--- src/fcpl_defs.svh ---
// Constants shared by the loader ends: timing counts, serial clock divisors, field positions.
// Assumes a 125 MHz sys_clk; included by the package and modules by bare name.
`ifndef FCPL_DEFS_SVH
`define FCPL_DEFS_SVH
`define FCPL_CLK_MHZ 125
`define FCPL_POR_US 100
`define FCPL_POR_CYC ((`FCPL_POR_US * `FCPL_CLK_MHZ))
`define FCPL_POST_EDGES 3'h2
`define FCPL_INIT_CYC 16'h0040
`define FCPL_OPT_INITDONE 0
// Serial clock divisors of sys_clk (half periods), fastest first; then the host clock's last half-period count
`define FCPL_DIV_100 8'h01
`define FCPL_DIV_50 8'h02
`define FCPL_DIV_25 8'h03
`define FCPL_DIV_12 8'h05
`define FCPL_HOST_HALF 8'h0a
`endif

--- src/fcpl_pkg.sv ---
// Types shared by the loader ends.
// Assumes fcpl_defs.svh is visible on the include path.
`include "fcpl_defs.svh"
package fcpl_pkg;
  typedef enum logic [1:0] {FCPL_X8, FCPL_X16, FCPL_AS1, FCPL_AS4} fcpl_mode_t;
  typedef enum logic [1:0] {FCPL_CK12, FCPL_CK25, FCPL_CK50, FCPL_CK100} fcpl_ckset_t;
  typedef enum {DEV_POR, DEV_WAIT, DEV_LOAD, DEV_POST, DEV_INIT, DEV_USER} fcpl_dev_st_t;
  typedef enum {HST_IDLE, HST_REQ, HST_WAIT, HST_SEND, HST_TAIL} fcpl_hst_st_t;
endpackage : fcpl_pkg

--- src/fcpl_if.sv ---
// Pins between the configuration host and the device.
// Assumes no other drivers; the interface resolves open-drain lines from the enables.
`timescale 1ns/1ps
interface fcpl_if;
  logic config_request_n;
  logic config_status_n_oe; // Device pulls status low while high
  logic config_status_n;
  logic config_complete_oe; // Device pulls complete low while high
  logic config_complete;
  logic config_clock;
  logic [31:0] data;
  logic data_oe;
  logic init_done_n_oe;
  logic init_done;
  // Resolved open-drain levels
  assign config_status_n = !config_status_n_oe;
  assign config_complete = !config_complete_oe;
  assign init_done = !init_done_n_oe;
  modport dev (input config_request_n, output config_status_n_oe, output config_complete_oe,
    input config_status_n, input config_complete, input config_clock, input data,
    output init_done_n_oe);
  modport host (output config_request_n, input config_status_n, input config_complete,
    output config_clock, output data, output data_oe, input init_done);
endinterface : fcpl_if

--- src/fcpl_dev.sv ---
// Device end: configuration control, parallel and serial loading.
// Assumes host pins arrive asynchronously; serial flash is outside this module.
`timescale 1ns/1ps
`include "fcpl_defs.svh"
module fcpl_dev
  import fcpl_pkg::*;
#(
  parameter int POR_CYC = `FCPL_POR_CYC,
  parameter int IMAGE_WORDS = 64
) (
  input wire logic sys_clk,
  input wire logic nrst,
  fcpl_if.dev pins,
  input wire fcpl_mode_t mode,
  input wire fcpl_ckset_t as_clock_set,
  input wire logic as_chain,
  input wire logic init_from_user_clock,
  input wire logic user_supplied_clock,
  input wire logic [3:0] serial_flash_data,
  output logic serial_flash_cmd_out,
  output logic serial_clock_out,
  output logic [31:0] cfg_word,
  output logic cfg_word_valid,
  output logic user_mode,
  output logic data_pins_user
);
  typedef struct packed {
    fcpl_dev_st_t s;
    logic [31:0] cnt;
    logic [31:0] words;
    logic [2:0] post;
    logic [15:0] init;
    logic init_opt;
    logic [2:0] req_sy;
    logic [2:0] clk_sy;
    logic [31:0] d1;
    logic [31:0] d2;
    logic [2:0] uck_sy;
    logic fall_d;
    logic [3:0] as1;
    logic [3:0] as2;
    logic [7:0] sdiv;
    logic sclk;
    logic [31:0] word;
    logic [4:0] nbits;
    logic wvalid;
    logic cmd;
  } fcpl_dev_st_rec_t;
  fcpl_dev_st_rec_t st, next_st;
  logic clk_rise, clk_fall, uck_rise, init_tick, serial, sfall;
  logic [7:0] sdiv_max;
  // Serial divisor; chained loads fall back from the top setting
  function automatic logic [7:0] sel_div(input fcpl_ckset_t c, input logic chain);
    case (c)
      FCPL_CK12: sel_div = `FCPL_DIV_12;
      FCPL_CK25: sel_div = `FCPL_DIV_25;
      FCPL_CK50: sel_div = `FCPL_DIV_50;
      default: sel_div = chain ? `FCPL_DIV_50 : `FCPL_DIV_100;
    endcase
  endfunction : sel_div
  assign serial = (mode == FCPL_AS1) || (mode == FCPL_AS4);
  // Last count of a serial half period
  assign sdiv_max = sel_div(as_clock_set, as_chain) - 8'h01;
  assign sfall = (st.s == DEV_LOAD) && serial && (st.sdiv == sdiv_max) && st.sclk;
  assign clk_rise = st.clk_sy[1] && !st.clk_sy[2];
  assign clk_fall = !st.clk_sy[1] && st.clk_sy[2];
  // User clock edge only after two synchroniser stages
  assign uck_rise = st.uck_sy[1] && !st.uck_sy[2];
  assign init_tick = init_from_user_clock ? uck_rise : 1'b1;
  // Control sequence and data capture
  always_comb begin
    next_st = st;
    next_st.req_sy = {st.req_sy[1:0], pins.config_request_n};
    next_st.clk_sy = {st.clk_sy[1:0], pins.config_clock};
    next_st.d1 = pins.data;
    next_st.d2 = st.d1;
    next_st.uck_sy = {st.uck_sy[1:0], user_supplied_clock};
    next_st.fall_d = sfall;
    next_st.as1 = serial_flash_data;
    next_st.as2 = st.as1;
    next_st.wvalid = 1'b0;
    if (st.s == DEV_LOAD && serial) begin
      next_st.sdiv = (st.sdiv == sdiv_max) ? 8'h00 : st.sdiv + 8'h01;
      if (st.sdiv == sdiv_max) next_st.sclk = !st.sclk;
    end else next_st.sclk = 1'b0;
    case (st.s)
      DEV_POR: begin
        next_st.cnt = st.cnt + 32'h1;
        if (st.cnt == 32'(POR_CYC - 1)) next_st.s = DEV_WAIT;
      end
      DEV_WAIT: if (st.req_sy[2]) begin
        next_st.s = DEV_LOAD;
        next_st.words = 32'h0;
        next_st.nbits = 5'h0;
      end
      DEV_LOAD: begin
        if (sfall) next_st.cmd = st.words[0]; // Launched on the serial falling edge
        if (serial && st.fall_d) begin
          // Flash bits held across the falling edge, seen one stage later
          if (mode == FCPL_AS4) begin
            next_st.word = {st.word[27:0], st.as2};
            next_st.nbits = st.nbits + 5'h4;
          end else begin
            next_st.word = {st.word[30:0], st.as2[0]};
            next_st.nbits = st.nbits + 5'h1;
          end
          if (next_st.nbits == 5'h0) begin
            next_st.wvalid = 1'b1;
            next_st.words = st.words + 32'h1;
          end
        end else if (!serial && clk_rise) begin
          next_st.word = (mode == FCPL_X16) ? {16'h0, st.d2[15:0]} : {24'h0, st.d2[7:0]};
          next_st.wvalid = 1'b1;
          next_st.words = st.words + 32'h1;
        end
        if (next_st.words == 32'(IMAGE_WORDS)) begin
          next_st.s = DEV_POST;
          next_st.post = 3'h0;
        end
        if (next_st.wvalid && st.words == 32'h0) next_st.init_opt = next_st.word[`FCPL_OPT_INITDONE];
      end
      DEV_POST: begin
        if (clk_fall || serial) next_st.post = st.post + 3'h1;
        if (st.post == `FCPL_POST_EDGES) begin
          next_st.s = DEV_INIT;
          next_st.init = 16'h0;
        end
      end
      DEV_INIT: begin
        if (init_tick) next_st.init = st.init + 16'h1;
        if (st.init == `FCPL_INIT_CYC) next_st.s = DEV_USER;
      end
      DEV_USER: ;
      default: next_st.s = DEV_POR;
    endcase
    // Low request restarts from any state but power-on delay
    if (st.s != DEV_POR && !st.req_sy[2]) begin
      next_st.s = DEV_WAIT;
      next_st.init_opt = 1'b0;
    end
  end
  // State register
  always_ff @(posedge sys_clk) begin
    if (!nrst) begin
      st <= '0;
      st.s <= DEV_POR;
    end else st <= next_st;
  end
  // Pins: status low until delay passes and while request low
  // Status falls with the move to WAIT, so complete is already low beside it
  assign pins.config_status_n_oe = (st.s == DEV_POR) || (st.s == DEV_WAIT && !st.req_sy[2]);
  assign pins.config_complete_oe = (st.s == DEV_POR) || (st.s == DEV_WAIT) || (st.s == DEV_LOAD);
  assign pins.init_done_n_oe = st.init_opt && (st.s == DEV_POST || st.s == DEV_INIT);
  assign serial_flash_cmd_out = st.cmd;
  assign serial_clock_out = st.sclk;
  assign cfg_word = st.word;
  assign cfg_word_valid = st.wvalid;
  assign user_mode = st.s == DEV_USER;
  assign data_pins_user = st.s == DEV_USER;
endmodule : fcpl_dev

--- src/flat_wrapper.sv ---
// flat-port wrapper written by rule: the top's interface ports become plain ports
module fcpl_dev_flat import fcpl_pkg::*;
#(
  parameter int POR_CYC = `FCPL_POR_CYC,
  parameter int IMAGE_WORDS = 64
)
  (sys_clk, nrst, mode, as_clock_set, as_chain, init_from_user_clock, user_supplied_clock, serial_flash_data, serial_flash_cmd_out, serial_clock_out, cfg_word, cfg_word_valid, user_mode, data_pins_user, pins_config_request_n, pins_config_status_n_oe, pins_config_complete_oe, pins_config_clock, pins_data, pins_init_done_n_oe);
  fcpl_if pins_i ();
  input wire logic sys_clk;
  input wire logic nrst;
  input wire fcpl_mode_t mode;
  input wire fcpl_ckset_t as_clock_set;
  input wire logic as_chain;
  input wire logic init_from_user_clock;
  input wire logic user_supplied_clock;
  input wire logic [3:0] serial_flash_data;
  output logic serial_flash_cmd_out;
  output logic serial_clock_out;
  output logic [31:0] cfg_word;
  output logic cfg_word_valid;
  output logic user_mode;
  output logic data_pins_user;
  input wire logic [$bits(pins_i.config_request_n)-1:0] pins_config_request_n;
  output wire logic [$bits(pins_i.config_status_n_oe)-1:0] pins_config_status_n_oe;
  output wire logic [$bits(pins_i.config_complete_oe)-1:0] pins_config_complete_oe;
  input wire logic [$bits(pins_i.config_clock)-1:0] pins_config_clock;
  input wire logic [$bits(pins_i.data)-1:0] pins_data;
  output wire logic [$bits(pins_i.init_done_n_oe)-1:0] pins_init_done_n_oe;
  assign pins_i.config_request_n = pins_config_request_n;
  assign pins_config_status_n_oe = pins_i.config_status_n_oe;
  assign pins_config_complete_oe = pins_i.config_complete_oe;
  assign pins_i.config_clock = pins_config_clock;
  assign pins_i.data = pins_data;
  assign pins_init_done_n_oe = pins_i.init_done_n_oe;
  fcpl_dev #(.POR_CYC(POR_CYC), .IMAGE_WORDS(IMAGE_WORDS)) u_core (.sys_clk(sys_clk), .nrst(nrst), .pins(pins_i), .mode(mode), .as_clock_set(as_clock_set), .as_chain(as_chain), .init_from_user_clock(init_from_user_clock), .user_supplied_clock(user_supplied_clock), .serial_flash_data(serial_flash_data), .serial_flash_cmd_out(serial_flash_cmd_out), .serial_clock_out(serial_clock_out), .cfg_word(cfg_word), .cfg_word_valid(cfg_word_valid), .user_mode(user_mode), .data_pins_user(data_pins_user));
endmodule
--- config.mk ---
export PLATFORM = sky130hd
export DESIGN_NAME = fcpl_dev_flat
export DESIGN_NICKNAME = d
export VERILOG_FILES = /design/src/fcpl_pkg.sv /design/src/fcpl_if.sv /design/src/fcpl_dev.sv /design/src/flat_wrapper.sv
export VERILOG_INCLUDE_DIRS = /design/src
export SDC_FILE = /design/constraint.sdc
export NUM_CORES = 1
export LEC_CHECK = 0
export BUFFER_PORTS_ARGS = -buffer_cell sky130_fd_sc_hd__buf_2
export CAP_MARGIN = 40
export CELL_PAD_IN_SITES_DETAIL_PLACEMENT = 0
export CELL_PAD_IN_SITES_GLOBAL_PLACEMENT = 1
export CORE_MARGIN = 2
export CORE_UTILIZATION = 46
export CTS_BUF_LIST = sky130_fd_sc_hd__clkbuf_8
export DETAILED_ROUTE_END_ITERATION = 8
export PLACE_DENSITY = 0.88
export SLEW_MARGIN = 20
export SYNTH_ARGS = -nofsm -noshare
export SYNTH_HDL_FRONTEND = slang
export SYNTH_SLANG_ARGS = --single-unit
--- constraint.sdc ---
create_clock -name sys_clk -period 3.3 [get_ports sys_clk]
set_input_delay 0.66 -clock sys_clk [delete_from_list [all_inputs] [get_ports sys_clk]]
set_output_delay 0.66 -clock sys_clk [all_outputs]
set_load 0.05 [all_outputs]
# After elaboration in Yosys (flattened, before gate mapping)
# Index checks and enable logic that the tools add are counted.
# op_classes
n_eq_ne,34
n_bitwise,2
n_shift,0
reduce_logical,46
mul,0
muxes,36
n_lt_le_gt_ge,0
n_addsub,8
div,0
# op_table
op,n
32-bit two-way mux,12
32-bit one-hot mux with 6 select lines,1
"32-bit by 3-bit == test with 1-bit output, second input constant",4
37-bit two-way mux,3
"32-bit by 2-bit == test with 1-bit output, second input constant",3
32-bit zero test,3
"32-bit by 1-bit adder with 32-bit output, second input constant",2
"32-bit by 4-bit == test with 1-bit output, second input constant",2
32-bit one-hot mux with 2 select lines,1
16-bit two-way mux,3
"32-bit by 1-bit == test with 1-bit output, second input constant",1
"32-bit by 14-bit == test with 1-bit output, second input constant",1
"32-bit by 7-bit == test with 1-bit output, second input constant",1
16-bit one-hot mux with 2 select lines,1
32-bit nonzero test,1
8-bit one-hot mux with 3 select lines,1
"2-bit by 1-bit inequality test with 1-bit output, second input constant",9
"16-bit by 1-bit adder with 16-bit output, second input constant",1
"16-bit by 7-bit == test with 1-bit output, second input constant",1
"3-bit by 1-bit inequality test with 1-bit output, second input constant",5
1-bit logical AND,12
2-bit AND reduction,6
6-bit AND reduction,2
5-bit two-way mux,2
23 further kinds,48
# totals
ram_bits,0
word_cells,148
register_bits,214
in_bits,47
mem_count,0
out_inout_bits,40
latchBits,0
romBits,0

# Longest topological paths before layout
# logic_depth
depth_word,13
mapped_depth,12
depth_no_buf,12

# Worst setup path after synthesis
# No wires, ideal clock.
# synth_timing
kind,input to register
from,in mode[0]
to,reg u_core.st[148] (netlist name)
t_required_ns,3.168
arrival_ns,2.713
path_stages,11
path_slack_ns,0.455
setup_ns,0.132
path_buffers,2
path_cell_list,buf_2 nand2_1 a31oi_1 o31a_1 buf_6 nor3_2 or3_1 a221oi_1 nand4_1 o311ai_1 a21oi_1
# synth_via
elab_chain_len,11
elab_cells_between_ends,19
classes_between,eq/ne: 5; mux: 7; reduce/logical: 7
# synth_rtl
item,line_no,text
"start, declared",flat_wrapper.sv:11,input wire fcpl_mode_t mode;
2-bit == test,"fcpl_dev.sv:61, fcpl_dev.sv:100",
37-bit two-way mux,fcpl_dev.sv:100,if (mode == FCPL_AS4) begin
37-bit two-way mux,fcpl_dev.sv:98,if (serial && st.fall_d) begin
37-bit two-way mux,fcpl_dev.sv:86,case (st.s)
5-bit zero test,fcpl_dev.sv:107,if (next_st.nbits == 5'h0) begin
32-bit two-way mux,fcpl_dev.sv:107,
32-bit two-way mux,fcpl_dev.sv:98,
32-bit two-way mux,fcpl_dev.sv:86,
32-bit by 7-bit == test with 1-bit output,fcpl_dev.sv:116,if (next_st.words == 32'(IMAGE_WORDS)) begin
2-bit by 1-bit inequality test with 1-bit output (no source line),-,
3-bit AND reduction (no source line) (*),-,
"end signal, assigned",fcpl_dev.sv:147,end else st <= next_st;
"end, declared",fcpl_dev.sv:49,"fcpl_dev_st_rec_t st, next_st;"
# Every way passes the cells marked *; elsewhere a longest branch is shown, timed or not. The select of a mux whose other input is x is not followed.
# A chain may end at the register's enable or synchronous reset.

# Worst setup path after layout
# layout_timing
from,reg u_core.st[2] (netlist name)
to,reg u_core.st[148] (netlist name)
# layout_via
elab_chain_len,11
elab_cells_between_ends,12
classes_between,add/sub: 2; eq/ne: 2; mux: 6; reduce/logical: 2
# layout_rtl
item,line_no
5-bit by 1-bit adder with 5-bit output / 5-bit by 3-bit adder with 5-bit output (equally long branches),"fcpl_dev.sv:105, fcpl_dev.sv:102"
37-bit two-way mux (*),fcpl_dev.sv:100
37-bit two-way mux (*),fcpl_dev.sv:98
37-bit two-way mux (*),fcpl_dev.sv:86
5-bit zero test (*),fcpl_dev.sv:107
32-bit two-way mux (*),fcpl_dev.sv:107
32-bit two-way mux (*),fcpl_dev.sv:98
32-bit two-way mux (*),fcpl_dev.sv:86
32-bit by 7-bit == test with 1-bit output (*),fcpl_dev.sv:116
2-bit by 1-bit inequality test with 1-bit output (no source line) (*),-
3-bit AND reduction (no source line) (*),-
# Marked as above.

==> results_dict.tcl <==
set metrics [dict create \
    critical_path_required_ns 3.64 \
    boundaryPins 87 \
    clk_transition_reported_paths_ns 0.12 \
    synth_enable_flop_cells 0 \
    max_stage_delay_ns 0.40 \
    layout.nets 1204 \
    post-dp-hpwl_mm 14.2 \
    route.detailed.vias_per_inst 5.44 \
    worstPathCellList "ha_1 -> a21oi_1 -> buf_4 -> nor2_1 -> o31a_1 -> buf_4 -> o31a_1 -> a211oi_1 -> o2111a_1 -> nand4_1 -> o311ai_1 -> a21oi_1" \
    synth.largest_area_cell "sky130_fd_sc_hd__dfxtp_1" \
    synthCells 1105 \
    grt_util_met1_pct 26.0 \
    rsz_0062_raised_after_global_routing "no" \
    ctsHoldBuffers 0 \
    detail_route.first_pass.iterations 5 \
    multiInputGateArea_mm2 0.00489 \
    hold_viol_final 0 \
    n_fill_cell 1921 \
    layout-drive-gt1-share_pct 15.1 \
    place_inst 1388 \
    number_of_antenna_diodes 0 \
    synthesis.area_per_instance_um2 8.30 \
    maxSlewViolCount 0 \
    ys_ff_latch 185 \
    synth.top_cells.by_count "sky130_fd_sc_hd__dfxtp_1, sky130_fd_sc_hd__nor2_1, sky130_fd_sc_hd__nand2_1, sky130_fd_sc_hd__o21ai_0, sky130_fd_sc_hd__and2_1" \
    post-route-period-util_pct 94.0 \
    synthesis.yosys.warnings 0 \
    leakage_nw 3.91 \
    syn_nets 1167 \
    max-clock-path-buffers 2 \
    first_global_vias 6929 \
    use_met3_pct 4.09 \
    type_of_the_worst_setup_path "register to register" \
    drtIter0Drc 603 \
    max-cap-violations 0 \
    residual_drc 0 \
    p_per_area_mw_per_mm2 418 \
    tritoncts "done" \
    postSynth.asyncResetShare_pct 0 \
    routedWlPerCell_um 14.4 \
    worst-endpoint-arrival_ns 3.44 \
    critPathCaptureType "register" \
    die_w_um 145 \
    tritoncts_num_sinks 185 \
    ys_types 69 \
    cts_root_buf "sky130_fd_sc_hd__clkbuf_8" \
    standard_cell_rows 51 \
    port_buffers 70 \
    hold_class "input port to register" \
    fp.coreArea_mm2 0.0195 \
    setup.reg_to_reg.worst_slack_ns 0.20 \
    ff2ff_path_depth 12 \
    syn_area_mm2 0.00917 \
    die_h_um 145 \
    synth.area.top_cells "sky130_fd_sc_hd__dfxtp_1, sky130_fd_sc_hd__nor2_1, sky130_fd_sc_hd__nand2_1, sky130_fd_sc_hd__and2_1, sky130_fd_sc_hd__xor2_1" \
    whs_ns 0.366 \
    tritoncts.num_buffers 17 \
    skew_ns 0.0193 \
    critical-path-slowest-cell "sky130_fd_sc_hd__o31a_1" \
    grt_start_max_net_pins 76 \
    finalWeightedCongestion 0.897 \
    worst_r2r_endpoint "u_core.st[148]" \
    fp.dieArea_mm2 0.0211 \
    synth_most_common_cell "sky130_fd_sc_hd__dfxtp_1" \
    register_area_mm2 0.00370 \
    maximum_level_of_the_cts_h_tree 4 \
    synthToLayoutAreaGrowth_pct 10.5 \
    hold_path_depth 2 \
    setup_viol 0 \
    critical_path.max_fanout 6 \
    grt_usage_pct 19.2 \
    holdPathEnd "u_core.next_st[70]" \
    wirelength_mm 20.5 \
    dr_total_vias 7729 \
    fin_cells 1420 \
    share_of_the_yosys_chip_area_belonging_to_registers_pct 40.4 \
    worst_slew_margin_rel_pct 46.3 \
    first_pass_grt_wire_length_mm 34.1 \
    run_status "complete, no violations" \
    post-synth-top-area-fraction_pct 40.4 \
    ant_nets 0 \
    worst_hold_launch "pins_data[10]" \
    gr-max-usage-layer "met2" \
    tightestPinTransition_ns 0.805 \
    timing.final.crit_period_ns 3.10 \
    irDropWorstVdd_v 0.000291 \
    antenna_violations_before_repair 0 \
    met2_resource_use_gr_pct 31.3 \
    crit_path_start_kind "register" \
    fmax_ghz 0.322 \
    initial_core_util_pct 47.0 \
    timing.rr.start "u_core.st[2]" \
    insertion_delay_ns 0.48 \
    setup_total_negative_slack_ns 0 \
    synth_top_flop_cell "sky130_fd_sc_hd__dfxtp_1" \
    grt.overflow.total 0 \
]
-- per-stage QoR --
step / total power [mW] / util, % / instance area (um^2) / setup WS (ns)
2_1_floorplan: 2.55 / - / 9170 / 0.455
3_3_place_gp: 2.64 / 49.5 / 9670 / 0.121
3_5_place_dp: 2.64 / 49.6 / 9680 / -0.00580
4_1_cts: 4.28 / 51.9 / 10100 / 0.229
5_1_grt: 4.41 / 51.9 / 10100 / 0.0231
6_report: 4.24 / 51.9 / 10100 / 0.199
-- placed cells by master, fill, tap and decap left out, types with 5 or more instances in the layout --
| cell | n |
|---|---|
| sky130_fd_sc_hd__nor3_1 | 51 |
| sky130_fd_sc_hd__clkbuf_8 | 17 |
| sky130_fd_sc_hd__nand3_1 | 42 |
| sky130_fd_sc_hd__ha_1 | 15 |
| sky130_fd_sc_hd__inv_1 | 20 |
| sky130_fd_sc_hd__nand4_1 | 24 |
| sky130_fd_sc_hd__mux2_2 | 7 |
| sky130_fd_sc_hd__nor4_1 | 16 |
| sky130_fd_sc_hd__o211ai_1 | 5 |
| sky130_fd_sc_hd__nand2_1 | 98 |
| sky130_fd_sc_hd__a221oi_1 | 16 |
| sky130_fd_sc_hd__a22o_1 | 10 |
| sky130_fd_sc_hd__dfxtp_1 | 184 |
| sky130_fd_sc_hd__nor2_1 | 121 |
| sky130_fd_sc_hd__a21oi_1 | 54 |
| sky130_fd_sc_hd__xor2_1 | 38 |
| sky130_fd_sc_hd__and2_1 | 57 |
| sky130_fd_sc_hd__or3_1 | 9 |
| sky130_fd_sc_hd__clkinv_8 | 5 |
| sky130_fd_sc_hd__buf_4 | 44 |
| sky130_fd_sc_hd__mux2i_1 | 22 |
| sky130_fd_sc_hd__inv_12 | 5 |
| sky130_fd_sc_hd__xnor2_1 | 26 |
| sky130_fd_sc_hd__a31oi_1 | 10 |
| sky130_fd_sc_hd__o21ai_0 | 58 |
| sky130_fd_sc_hd__buf_2 | 70 |
| sky130_fd_sc_hd__o31ai_1 | 10 |
| sky130_fd_sc_hd__nor3_2 | 5 |
| sky130_fd_sc_hd__and3_1 | 21 |
| sky130_fd_sc_hd__nor4b_1 | 6 |
| sky130_fd_sc_hd__nor2b_1 | 8 |
| sky130_fd_sc_hd__and4_1 | 13 |
-- worst max-delay path by stage --
| stage | from | to | slack [ns] | cells after the start |
|---|---|---|---|---|
| final | u_core.st[2] | u_core.st[148] | 0.20 | 12 |
| after global routing | u_core.st[2] | u_core.st[148] | 0.02 | 12 |
| after CTS | u_core.st[4] | u_core.st[148] | 0.23 | 11 |
| after detailed placement | mode[0] | u_core.st[148] | -0.006 | 11 |
| after global placement | mode[1] | u_core.st[148] | 0.12 | 12 |
| after floorplan | mode[0] | u_core.st[148] | 0.45 | 11 |
-- power by group --
part	switching, mW	internal [mW]	leakage [nW]
logic	0.159	0.123	2.19
clock network	1.02	0.622	0.218
registers	0.0311	2.28	1.50
total	1.21	3.02	3.91
-- layout make-up --
| class | count | area share, % |
|---|---|---|
| timing repair buffer | 114 | 6.72 |
| sequential | 185 | 36.6 |
| clock inverter | 15 | 2.16 |
| tap | 265 | 3.27 |
| clock buffer | 17 | 2.31 |
| multi-input combinational | 803 | 48.2 |
| inverter | 21 | 0.778 |
-- cells by family (layout without fill, tap and decap cells) --
| family | count (synthesis) | in the layout | share of synthesized area, % |
|---|---|---|---|
| xor gates and xnor gates | 64 | 64 | 6.11 |
| AOI/OAI and AO/OA | 200 | 200 | 13.8 |
| and+or+nand+nor | 495 | 495 | 27.9 |
| muxes | 29 | 29 | 3.26 |
| buffers and inverters | 117 | 167 | 6.45 |
| adders and majority gates | 15 | 15 | 2.05 |
| DFF | 185 | 185 | 40.4 |
-- timing repair --
item	4_1_cts	5_1_grt
gates resized for setup	0	3
setup endpoints to repair	0	1
setup buffers	0	0
-- worst max-delay path: cells and delay by family (launching register included) --
family | cells | cell delay [ns]
buffers and inverters | 2 | 0.38
flip-flops | 1 | 0.37
AND/OR/NAND/NOR | 2 | 0.28
AO/OA/AOI/OAI | 7 | 1.72
adder cells (fa/ha/maj) | 1 | 0.22
-- layer usage --
layer	up-vias	share of wire, %	wire length (um)
li1	3940	-	-
met1	3605	48	9810
met2	157	47	9540
met3	27	4.3	890
met4	0	1.2	252
met5	-	0	0
-- state kept, by name (all words and copies together) (netlist names) --
signal,flops
u_core.serial_flash_cmd_out,1
u_core.cfg_word_valid,1
u_core.st,124
u_core.next_st,26
u_core.cfg_word,32
u_core.serial_clock_out,1
Power figures use the tool's default switching activity.
